`src/logic/icg_pkg.sv`:
```
// constants and state types shared by both ends of the idle clock gating link
package icg_pkg;

  // ------------------------------------------------------------
  // channels and domains
  // ------------------------------------------------------------
  localparam int NCHAN = 3;
  localparam int CH_MESH = 0;
  localparam int CH_LINK = 1;
  localparam int CH_STREAM = 2;
  localparam int NDOM = 4;
  localparam int SYNC_STAGES = 3;

  // ------------------------------------------------------------
  // timing counts, in clk_i cycles
  // ------------------------------------------------------------
  localparam int CNT_W = 7;
  localparam logic [CNT_W-1:0] GLOBAL_HOLD_CYC = 7'h5A; // 90
  localparam logic [CNT_W-1:0] LINK_HOLD_CYC = 7'h14; // 20
  localparam logic [CNT_W-1:0] IDLE_HYST_CYC = 7'h40; // 64
  localparam logic [CNT_W-1:0] CNT_ONE = 7'h01;
  localparam logic [CNT_W-1:0] CNT_ZERO = 7'h00;

  // ------------------------------------------------------------
  // state types
  // ------------------------------------------------------------
  typedef enum logic [1:0] {
    DS_RUN,
    DS_STOPPED,
    DS_DENIED
  } icg_dstate_t;

  typedef enum logic [2:0] {
    HS_STOPPED,
    HS_EXIT,
    HS_RUN,
    HS_REQ,
    HS_DENY_EXIT
  } icg_hstate_t;

endpackage

```
`src/logic/icg_qch_if.sv`:
```
// q-channels and resets between the interconnect and its external clock controller
`timescale 1ns/1ps
interface icg_qch_if;
  import icg_pkg::*;

  logic [NCHAN-1:0] qreq_n;
  logic [NCHAN-1:0] qaccept_n;
  logic [NCHAN-1:0] qdeny;
  logic [NCHAN-1:0] qactive;
  logic global_reset_n;
  logic link_layer_reset_n;
  logic stream_if_reset_n;

  modport dev (
    input qreq_n,
    input global_reset_n,
    input link_layer_reset_n,
    input stream_if_reset_n,
    output qaccept_n,
    output qdeny,
    output qactive
  );

  modport ctrl (
    output qreq_n,
    output global_reset_n,
    output link_layer_reset_n,
    output stream_if_reset_n,
    input qaccept_n,
    input qdeny,
    input qactive
  );
endinterface

```
`src/logic/icg_ctrl.sv`:
```
// external clock controller end: reset sequencing, idle hysteresis, clock stop policy
`timescale 1ns/1ps
module icg_ctrl
  import icg_pkg::*;
#(
  parameter bit DOMAIN_BRIDGE_PRESENT = 1'b1
)(
  // clock and reset
  input wire logic clk_i,
  input wire logic rst_i,
  // link to the interconnect
  icg_qch_if.ctrl qch,
  // policy and reset requests
  input wire logic gating_enable_i,
  input wire logic [NCHAN-1:0] reset_req_i,
  // clock gate enables
  output logic [NDOM-1:0] mesh_clk_en_o,
  output logic link_clk_en_o,
  output logic stream_clk_en_o,
  // status
  output logic [NCHAN-1:0] chan_stopped_o,
  output logic link_ready_o
);

  // ------------------------------------------------------------
  // per-channel state
  // ------------------------------------------------------------
  icg_hstate_t st_q [NCHAN];
  logic [NCHAN-1:0] qreq_n_q;
  logic [NCHAN-1:0] boot_q;
  logic [CNT_W-1:0] idle_q [NCHAN];
  logic [NCHAN-1:0] rst_n_q;
  logic [NCHAN-1:0] hold_done_q;
  logic [CNT_W-1:0] rcnt_q [NCHAN];
  logic [NCHAN-1:0] stopped;
  logic [NCHAN-1:0] want;
  logic [NCHAN-1:0] pull;
  logic [NCHAN-1:0] up_run;
  logic [NCHAN-1:0] stop_ok;
  logic [NCHAN-1:0] clk_on;
  logic [NDOM-1:0] mesh_en_q;
  logic link_en_q;
  logic stream_en_q;
  logic link_ready_q;

  function automatic logic [CNT_W-1:0] hold_of(input int ch);
    return (ch == CH_MESH) ? GLOBAL_HOLD_CYC : LINK_HOLD_CYC;
  endfunction

  // ------------------------------------------------------------
  // reset sequencer
  // ------------------------------------------------------------
  // a new request is ignored until the release hold has run out
  always_ff @(posedge clk_i or posedge rst_i) begin
    if (rst_i) begin
      rst_n_q <= '0;
      hold_done_q <= '0;
      for (int i = 0; i < NCHAN; i++) begin
        rcnt_q[i] <= CNT_ZERO;
      end
    end else begin
      for (int i = 0; i < NCHAN; i++) begin
        if (!rst_n_q[i]) begin
          if (rcnt_q[i] == hold_of(i) - CNT_ONE) begin
            rst_n_q[i] <= 1'b1;
            rcnt_q[i] <= CNT_ZERO;
          end else begin
            rcnt_q[i] <= rcnt_q[i] + CNT_ONE;
          end
        end else if (!hold_done_q[i]) begin
          if (rcnt_q[i] == hold_of(i) - CNT_ONE) begin
            hold_done_q[i] <= 1'b1;
            rcnt_q[i] <= CNT_ZERO;
          end else begin
            rcnt_q[i] <= rcnt_q[i] + CNT_ONE;
          end
        end else if (reset_req_i[i]) begin
          rst_n_q[i] <= 1'b0;
          hold_done_q[i] <= 1'b0;
          rcnt_q[i] <= CNT_ZERO;
        end
      end
    end
  end

  assign qch.global_reset_n = rst_n_q[CH_MESH];
  assign qch.link_layer_reset_n = rst_n_q[CH_LINK];
  assign qch.stream_if_reset_n = rst_n_q[CH_STREAM];

  // ------------------------------------------------------------
  // ordering between channels
  // ------------------------------------------------------------
  always_comb begin
    for (int i = 0; i < NCHAN; i++) begin
      stopped[i] = (st_q[i] == HS_STOPPED);
      want[i] = stopped[i] & (qch.qactive[i] | ~gating_enable_i | boot_q[i]);
    end
    // the mesh clock must be up before the link layer wakes
    up_run[CH_MESH] = 1'b1;
    up_run[CH_LINK] = (st_q[CH_MESH] == HS_RUN);
    up_run[CH_STREAM] = DOMAIN_BRIDGE_PRESENT | (st_q[CH_LINK] == HS_RUN);
    pull[CH_STREAM] = 1'b0;
    pull[CH_LINK] = ~DOMAIN_BRIDGE_PRESENT & want[CH_STREAM];
    pull[CH_MESH] = want[CH_LINK] | pull[CH_LINK];
    stop_ok[CH_MESH] = stopped[CH_LINK];
    stop_ok[CH_LINK] = DOMAIN_BRIDGE_PRESENT | stopped[CH_STREAM];
    stop_ok[CH_STREAM] = 1'b1;
  end

  // ------------------------------------------------------------
  // idle hysteresis
  // ------------------------------------------------------------
  // short lulls never reach the threshold, so the mesh keeps its clock
  always_ff @(posedge clk_i or posedge rst_i) begin
    if (rst_i) begin
      for (int i = 0; i < NCHAN; i++) begin
        idle_q[i] <= CNT_ZERO;
      end
    end else begin
      for (int i = 0; i < NCHAN; i++) begin
        if (qch.qactive[i] || st_q[i] != HS_RUN) begin
          idle_q[i] <= CNT_ZERO;
        end else if (idle_q[i] != IDLE_HYST_CYC) begin
          idle_q[i] <= idle_q[i] + CNT_ONE;
        end
      end
    end
  end

  // ------------------------------------------------------------
  // q-channel requesters
  // ------------------------------------------------------------
  always_ff @(posedge clk_i or posedge rst_i) begin
    if (rst_i) begin
      qreq_n_q <= '0;
      boot_q <= '1;
      for (int i = 0; i < NCHAN; i++) begin
        st_q[i] <= HS_STOPPED;
      end
    end else begin
      for (int i = 0; i < NCHAN; i++) begin
        if (!rst_n_q[i] ||
            (i == CH_STREAM && !DOMAIN_BRIDGE_PRESENT && !rst_n_q[CH_LINK])) begin
          // device side sits stopped while its domain is in reset
          // a synchronous stream domain is held in reset by the link layer too
          st_q[i] <= HS_STOPPED;
          qreq_n_q[i] <= 1'b0;
          boot_q[i] <= 1'b1;
        end else begin
          unique case (st_q[i])
            HS_STOPPED: begin
              if ((want[i] || pull[i]) && up_run[i]) begin
                qreq_n_q[i] <= 1'b1;
                st_q[i] <= HS_EXIT;
              end
            end
            HS_EXIT: begin
              if (qch.qaccept_n[i]) begin
                boot_q[i] <= 1'b0;
                st_q[i] <= HS_RUN;
              end
            end
            HS_RUN: begin
              if (gating_enable_i && idle_q[i] == IDLE_HYST_CYC && stop_ok[i] &&
                  hold_done_q[i] && !pull[i]) begin
                qreq_n_q[i] <= 1'b0;
                st_q[i] <= HS_REQ;
              end
            end
            HS_REQ: begin
              if (!qch.qaccept_n[i]) begin
                st_q[i] <= HS_STOPPED;
              end else if (qch.qdeny[i]) begin
                qreq_n_q[i] <= 1'b1;
                st_q[i] <= HS_DENY_EXIT;
              end
            end
            HS_DENY_EXIT: begin
              if (!qch.qdeny[i]) begin
                st_q[i] <= HS_RUN;
              end
            end
          endcase
        end
      end
    end
  end

  assign qch.qreq_n = qreq_n_q;

  // ------------------------------------------------------------
  // clock gate enables
  // ------------------------------------------------------------
  always_comb begin
    for (int i = 0; i < NCHAN; i++) begin
      // every clock runs through a global reset and its release hold;
      // a pending request turns the clock on with the reset edge, not one behind it
      clk_on[i] = ~stopped[i] | ~rst_n_q[i] | ~hold_done_q[i] | reset_req_i[i] |
                  ~rst_n_q[CH_MESH] | ~hold_done_q[CH_MESH] |
                  reset_req_i[CH_MESH];
    end
  end

  // a synchronous stream clock is a copy of the link layer clock
  always_ff @(posedge clk_i or posedge rst_i) begin
    if (rst_i) begin
      mesh_en_q <= '1;
      link_en_q <= 1'b1;
      stream_en_q <= 1'b1;
    end else begin
      stream_en_q <= DOMAIN_BRIDGE_PRESENT ? clk_on[CH_STREAM] :
                     clk_on[CH_LINK] | clk_on[CH_STREAM];
      link_en_q <= clk_on[CH_LINK] | (~DOMAIN_BRIDGE_PRESENT & clk_on[CH_STREAM]);
      mesh_en_q <= {NDOM{clk_on[CH_MESH] | clk_on[CH_LINK]}};
    end
  end

  always_ff @(posedge clk_i or posedge rst_i) begin
    if (rst_i) begin
      link_ready_q <= 1'b0;
    end else begin
      link_ready_q <= &{rst_n_q[CH_LINK], rst_n_q[CH_STREAM],
                        hold_done_q[CH_LINK], hold_done_q[CH_STREAM]};
    end
  end

  assign mesh_clk_en_o = mesh_en_q;
  assign link_clk_en_o = link_en_q;
  assign stream_clk_en_o = stream_en_q;
  assign link_ready_o = link_ready_q;

  always_comb begin
    for (int i = 0; i < NCHAN; i++) begin
      chan_stopped_o[i] = stopped[i];
    end
  end

endmodule

```
`src/flat_wrapper.sv`:
```
// flat-port wrapper written by rule: the top's interface ports become plain ports
module icg_ctrl_flat import icg_pkg::*;
#(
  parameter bit DOMAIN_BRIDGE_PRESENT = 1'b1
)
  (clk_i, rst_i, gating_enable_i, reset_req_i, mesh_clk_en_o, link_clk_en_o, stream_clk_en_o, chan_stopped_o, link_ready_o, qch_qreq_n, qch_global_reset_n, qch_link_layer_reset_n, qch_stream_if_reset_n, qch_qaccept_n, qch_qdeny, qch_qactive);
  icg_qch_if qch_i ();
  input wire logic clk_i;
  input wire logic rst_i;
  input wire logic gating_enable_i;
  input wire logic [NCHAN-1:0] reset_req_i;
  output logic [NDOM-1:0] mesh_clk_en_o;
  output logic link_clk_en_o;
  output logic stream_clk_en_o;
  output logic [NCHAN-1:0] chan_stopped_o;
  output logic link_ready_o;
  output wire logic [$bits(qch_i.qreq_n)-1:0] qch_qreq_n;
  output wire logic [$bits(qch_i.global_reset_n)-1:0] qch_global_reset_n;
  output wire logic [$bits(qch_i.link_layer_reset_n)-1:0] qch_link_layer_reset_n;
  output wire logic [$bits(qch_i.stream_if_reset_n)-1:0] qch_stream_if_reset_n;
  input wire logic [$bits(qch_i.qaccept_n)-1:0] qch_qaccept_n;
  input wire logic [$bits(qch_i.qdeny)-1:0] qch_qdeny;
  input wire logic [$bits(qch_i.qactive)-1:0] qch_qactive;
  assign qch_qreq_n = qch_i.qreq_n;
  assign qch_global_reset_n = qch_i.global_reset_n;
  assign qch_link_layer_reset_n = qch_i.link_layer_reset_n;
  assign qch_stream_if_reset_n = qch_i.stream_if_reset_n;
  assign qch_i.qaccept_n = qch_qaccept_n;
  assign qch_i.qdeny = qch_qdeny;
  assign qch_i.qactive = qch_qactive;
  icg_ctrl #(.DOMAIN_BRIDGE_PRESENT(DOMAIN_BRIDGE_PRESENT)) u_core (.clk_i(clk_i), .rst_i(rst_i), .qch(qch_i), .gating_enable_i(gating_enable_i), .reset_req_i(reset_req_i), .mesh_clk_en_o(mesh_clk_en_o), .link_clk_en_o(link_clk_en_o), .stream_clk_en_o(stream_clk_en_o), .chan_stopped_o(chan_stopped_o), .link_ready_o(link_ready_o));
endmodule
```
`config.mk`:
```
export PLATFORM = sky130hd
export DESIGN_NAME = icg_ctrl_flat
export DESIGN_NICKNAME = d
export VERILOG_FILES = /design/src/logic/icg_pkg.sv /design/src/logic/icg_qch_if.sv /design/src/logic/icg_ctrl.sv /design/src/flat_wrapper.sv
export SDC_FILE = /design/constraint.sdc
export NUM_CORES = 1
export LEC_CHECK = 0
export ABC_AREA = 1
export BUFFER_PORTS_ARGS = -buffer_cell sky130_fd_sc_hd__buf_2
export CAP_MARGIN = 40
export CORE_MARGIN = 2
export CORE_UTILIZATION = 46
export CTS_CLUSTER_DIAMETER = 100
export DETAILED_ROUTE_END_ITERATION = 6
export PLACE_DENSITY = 0.64
export SLEW_MARGIN = 20
export SYNTH_ARGS = -nofsm -noshare
export SYNTH_HDL_FRONTEND = slang
export SYNTH_SLANG_ARGS = --single-unit
```
`constraint.sdc`:
```
create_clock -name clk_i -period 3.9 [get_ports clk_i]
set_clock_uncertainty 0.05 [all_clocks]
set_input_delay 0.39 -clock clk_i [delete_from_list [all_inputs] [get_ports clk_i]]
set_output_delay 0.39 -clock clk_i [all_outputs]
set_load 0.005 [all_outputs]
```
### Yosys cells after proc, flatten, opt, wreduce, memory -nomap -nowiden

Cells that the tools add are included.

* bits in registers: 67
* input bits: 15
* output and inout port bits: 16
* word-level logic and storage cells: 238

* add/subtract/negate cells: 6
* eq/ne operators: 57
* muxes and demuxes: 84
* bitwise gates (word level): 38
* reductions and logical operators: 30

Operators by type and width (number)
* 2-to-1 mux 7 bit: 18
* 2-to-1 mux 3 bit: 21
* != test 3 bit, second input constant: 21
* case mux 3 bit (5 select lines): 3
* adder 7 x 1 -> 7 bit, second input constant: 6
* 2-to-1 mux 1 bit: 39
* AND reduction 5 bit: 6
* == test 7 bit, second input constant: 4
* bitwise OR 1 bit: 25
* != test 4 bit, second input constant: 6
* != test 7 bit, second input constant: 3
* == test 3 x 2 -> 1 bit, second input constant: 6
* == test 7 x 5 -> 1 bit, second input constant: 2
* != test 2 bit, second input constant: 6
* NOT 1 bit: 10
* == test 3 x 1 -> 1 bit, second input constant: 3
* == test 3 bit, second input constant: 3
* logical AND 1 bit: 9
* zero test 3 bit: 3
* != test 3 x 2 -> 1 bit, second input constant: 3
* case mux 1 bit (3 select lines): 3
* AND reduction 2 bit: 3
* nonzero test 2 bit: 3
* logical OR 1 bit: 4
* other kinds (3): 5

### Depth between registers and ports, before layout

* depth after elaboration: 9
* depth in mapped cells: 10
* mapped depth without buffers: 10

### Worst setup path before layout

Ideal clock, no wire load.

* path kind: reg2reg
* from: register u_core.idle_q[7] in the netlist's numbering
* to: register u_core.qreq_n_q[1] (netlist: u_core.qch.qreq_n[1])
* library setup time: 71 ps
* data arrival time: 1265 ps
* required time: 3779 ps
* slack: 2514 ps
* stages on the path, launching flop included: 11
* path buffers: 0
* clock period less this slack: 1386 ps
* cell sequence: dfrtp_1 > inv_1 > ha_1 > inv_1 > nor2_1 > nand4_1 > nand2_1 > nand3_1 > nand2_1 > inv_2 > nor2_1

* cells in the longest elaborated chain, start to end: 5

Ends and longest elaborated chain
* from (decl): RTL line icg_ctrl.sv:31 `logic [CNT_W-1:0] idle_q [NCHAN];`
* from (signal, indexed assignment): RTL line icg_ctrl.sv:124 `idle_q[i] <= idle_q[i] + CNT_ONE;`
* == test 7 bit: RTL line icg_ctrl.sv:164 `if (gating_enable_i && idle_q[i] == IDLE_HYST_CYC && stop_ok[i] &&`
* logical AND 1 bit (2 in series): RTL line icg_ctrl.sv:164
* != test 3 bit (no source line)
* AND reduction 5 bit (no source line)
* to (signal, indexed assignment): RTL line icg_ctrl.sv:153 `qreq_n_q[i] <= 1'b1;`
* to (signal, indexed assignment): RTL line icg_ctrl.sv:166 `qreq_n_q[i] <= 1'b0;`
* to (signal, indexed assignment): RTL line icg_ctrl.sv:174 `qreq_n_q[i] <= 1'b1;`
* to (decl): RTL line icg_ctrl.sv:29 `logic [NCHAN-1:0] qreq_n_q;`

No other way between the ends.
A chain may end at the register's enable or synchronous reset.

### Worst setup path after layout

* from: register u_core.st_q[7] in the netlist's numbering
* to: output port chan_stopped_o[0]

* cells in the longest elaborated chain, start to end: 1

Ends and longest elaborated chain
* from (decl): RTL line icg_ctrl.sv:28 `icg_hstate_t st_q [NCHAN];`
* from (signal, indexed assignment): RTL line icg_ctrl.sv:138 `st_q[i] <= HS_STOPPED;`
* from (signal, indexed assignment): RTL line icg_ctrl.sv:146 `st_q[i] <= HS_STOPPED;`
* from (signal, indexed assignment): RTL line icg_ctrl.sv:154 `st_q[i] <= HS_EXIT;`
* zero test 3 bit: RTL line icg_ctrl.sv:95 `stopped[i] = (st_q[i] == HS_STOPPED);`
* to (decl): RTL line flat_wrapper.sv:15 `output logic [NCHAN-1:0] chan_stopped_o;`

No other way between the ends.

==> impl_results.md <==
- Status: completed
- Setup TNS: 0 ns
- Max IR drop VDD: 0.000246 V
- Syn avg cell area: 7.72 µm²
- Die ar.: 9060 µm²
- LEAKAGE: 0.00216 µW
- Vias in the first global route: 3,053
- Final Setup Violations: 0
- Wire per inst: 12.2 µm
- Global Route Usage Sum: 19.3%
- Crit path launch type: register
- Layout fillers: 789
- Hold Path Class: input pin to register
- CTS H-tree depth: 3
- Crit share post-route: 47.0%
- WP data required: 3.46 ns
- Die width: 95.2 µm
- Final core utilization: 52.9%
- Top-count cell post-synth: nand2_1
- Area grow syn2layout: 12.5%
- I/O Buffers: 30
- Initial antenna violation count: 0
- Slew Viols, Final: 0
- CP bufs+invs: 2
- Final antenna-violating net count: 0
- Final Non-Filler Cells: between 600 and 700
- Fraction of registers with async set/reset: 100%
- Ant. Diodes: 0
- Met1 Usage GRT: 25.7%
- Max-Cap Viols: 0
- # DRC: 0
- Die Ht: ~95 µm
- Syn nets: 520
- Largest net degree at the start of global routing: 38
- Slowest cell on the critical path: dfrtp_1
- Area share of the largest cell type after synthesis: 39.9%
- Root Driver: clkbuf_8
- Total CTS buffers: 9
- Io pins: 31
- GR met2 Demand/Resource: 30.7%
- DP Worst Slack: 2.30 ns
- Number of synthesized flops with an enable pin: 0
- Post-route cell area: 4300 µm²
- Setup Crit Path Kind: register to output pin
- GRT overflow: 0
- Seq/Total Area, Yosys: 44.0%
- CP arrival: 1.39 ns
- Dpl hpwl: 5.81 mm
- Primary FF master, synth: dfrtp_1
- Max stage delay on crit path: between 0.4 and 0.5 ns
- Synthesized cell area: approximately 3800 µm²
- Crit path max-delay family: flip-flops
- Crit Path Max Fanout: 7
- Yosys warning total: 0
- Nets@finish: roughly 560
- Worst-Skew Late Latency: around 0.35 ns
- M3 GR Usage: approximately 3.6%
- Worst Setup End Kind: output pin
- Initial core utilization: between 40% and 50%
- Global-route wire length before repair: 13.7 mm
- Vias per inst: 5.08
- Sink Count: 67
- CP Cell Sequence: nor2_1 > inv_1 > nor2_2 > buf_2
- Yosys top cell by area: dfrtp_1
- Unrepaired setup endpoints after global routing: false
- Flop and latch count out of synthesis: 67
- Worst-Margin Slew: 0.447 ns
- Yosys cell types: 36
- Row count: 33
- Most used routing layer: met2
- Synth top cells by count: nand2_1 (96), inv_1 (66), dfrtp_1 (61), nor2_1 (55), nand3_1 (54)
- CORE AREA: approximately 8100 µm²
- Final wirelength: approximately 7.8 mm
- Placed cell area: a little over 4000 µm²
- Period minus WS final: roughly 1.8 ns
- Synth area leaders: dfrtp_1 (40%), nand2_1 (9.4%), nand3_1 (7.1%)
- Mapped Cells: 495
- Starting DRC count in detailed routing: 121
- Setup bufs post-CTS: 0
- Layout cells sized above 1: between 15 and 20%
- CTS clk-pin slew, worst paths: 0.07 ns
- CTS tree: built
- CTS max path bufs: 2
- DR vias: 3,273
- DR pass1 iterations: 4
- Pwr Density: between 500 and 600 nW/µm²
- Slack of the critical path: 2.07 ns
- Routability Congestion: between 0.8 and 0.9
- Placed cells: 626
- Fmax: around 550 MHz
- Hold Fails Final Rpt: 0
- Relative slew margins: a little over two thirds
-- cells in the final DEF (no fill, tap or decap), types with 3 or more instances in the layout --
cell type	n
a21oi_1	27
dfrtp_1	61
nand3_1	54
o21ai_1	4
nor3_1	10
inv_2	6
nor2_2	12
clkinv_4	3
clkinv_2	3
nand4_1	21
buf_2	30
nor2_1	55
xor2_1	3
dfstp_2	6
nand2_2	7
o21ai_0	22
ha_1	10
nand3_2	5
nand2_1	96
nor2_4	3
inv_1	65
clkbuf_8	9
-- repair_timing --
| item | in CTS | in global routing |
|---|---|---|
| hold buffers | 0 | 1 |
| endpoints found under the hold margin | 0 | 3 |
| resized for setup | 0 | 0 |
-- worst paths after layout --
path	startpoint	to	slack, ns	cells after the start
hold reg to reg	u_core.qch.qreq_n[0]	u_core.qch.qreq_n[0]	0.42	2
max in group asynchronous	rst_i	u_core.mesh_clk_en_o[0]	2.60	5
setup / recovery	u_core.st_q[7]	chan_stopped_o[0]	2.07	4
hold / removal	qch_qactive[1]	u_core.idle_q[13]	0.27	2
setup reg to reg	u_core.rst_n_q[0]	u_core.rcnt_q[20]	2.31	7
min in group asynchronous	rst_i	u_core.rcnt_q[10]	0.41	3
-- where the power goes --
group	internal (µW)	switching [µW]
sequential	846	181
combinational	326	530
clock	296	271
-- stage by stage --
step           hold WS, ns  power, µW
3_5_place_dp         0.405       1890
4_1_cts              0.160       2470
3_3_place_gp         0.404       1870
2_1_floorplan        0.404       1670
6_report             0.274       2450
5_1_grt              0.279       2670
-- flip-flops by register name (all words and copies together), names as in the netlist, 3 cells and up --
signal and count:
u_core.idle_q 21, u_core.rcnt_q 21, u_core.st_q 9, u_core.boot_q 3, u_core.hold_done_q 3, u_core.qch.qreq_n 3, u_core.rst_n_q 3
-- logic make-up (layout without fill, tap and decap cells) --
family	Yosys count	in the layout	share of synthesized area (%)
xor+xnor	5	5	1.15
buf+inv	78	122	8.25
flops	67	67	44.0
compound gates	61	61	8.54
simple gates	274	274	34.8
fa+ha+maj	10	10	3.27
-- area by class of cell --
type / count / area [µm²] / area share (%)
Inverter: 72 / 272 / 6.31
Sequential cell: 67 / 1680 / 39.2
Timing Repair Buffer: 34 / 195 / 4.54
Multi-Input combinational cell: 350 / 1820 / 42.4
Tap cell: 105 / 131 / 3.05
Clock buffer: 10 / 128 / 2.97
Clock inverter: 6 / 66.3 / 1.54
-- layer usage --
metal  wire (µm)  vias to the layer above  part of all wire [%]
met4         120                        0                   1.5
met3         220                       13                   2.8
met2        3640                       46                    47
li1            -                     1710                     -
met5           0                        -                     0
met1        3850                     1504                    49
-- worst reg2reg max path, stage by stage, from the launching register on --
cell and delay [ns]:
dfrtp_1 0.58, nand2_1 0.20, nor2_4 0.21, nor2_2 0.07, nand3_1 0.11, nor2_1 0.07
a21oi_1 0.13, nor2_1 0.06
Note: power is estimated with default switching activity, not from simulation.
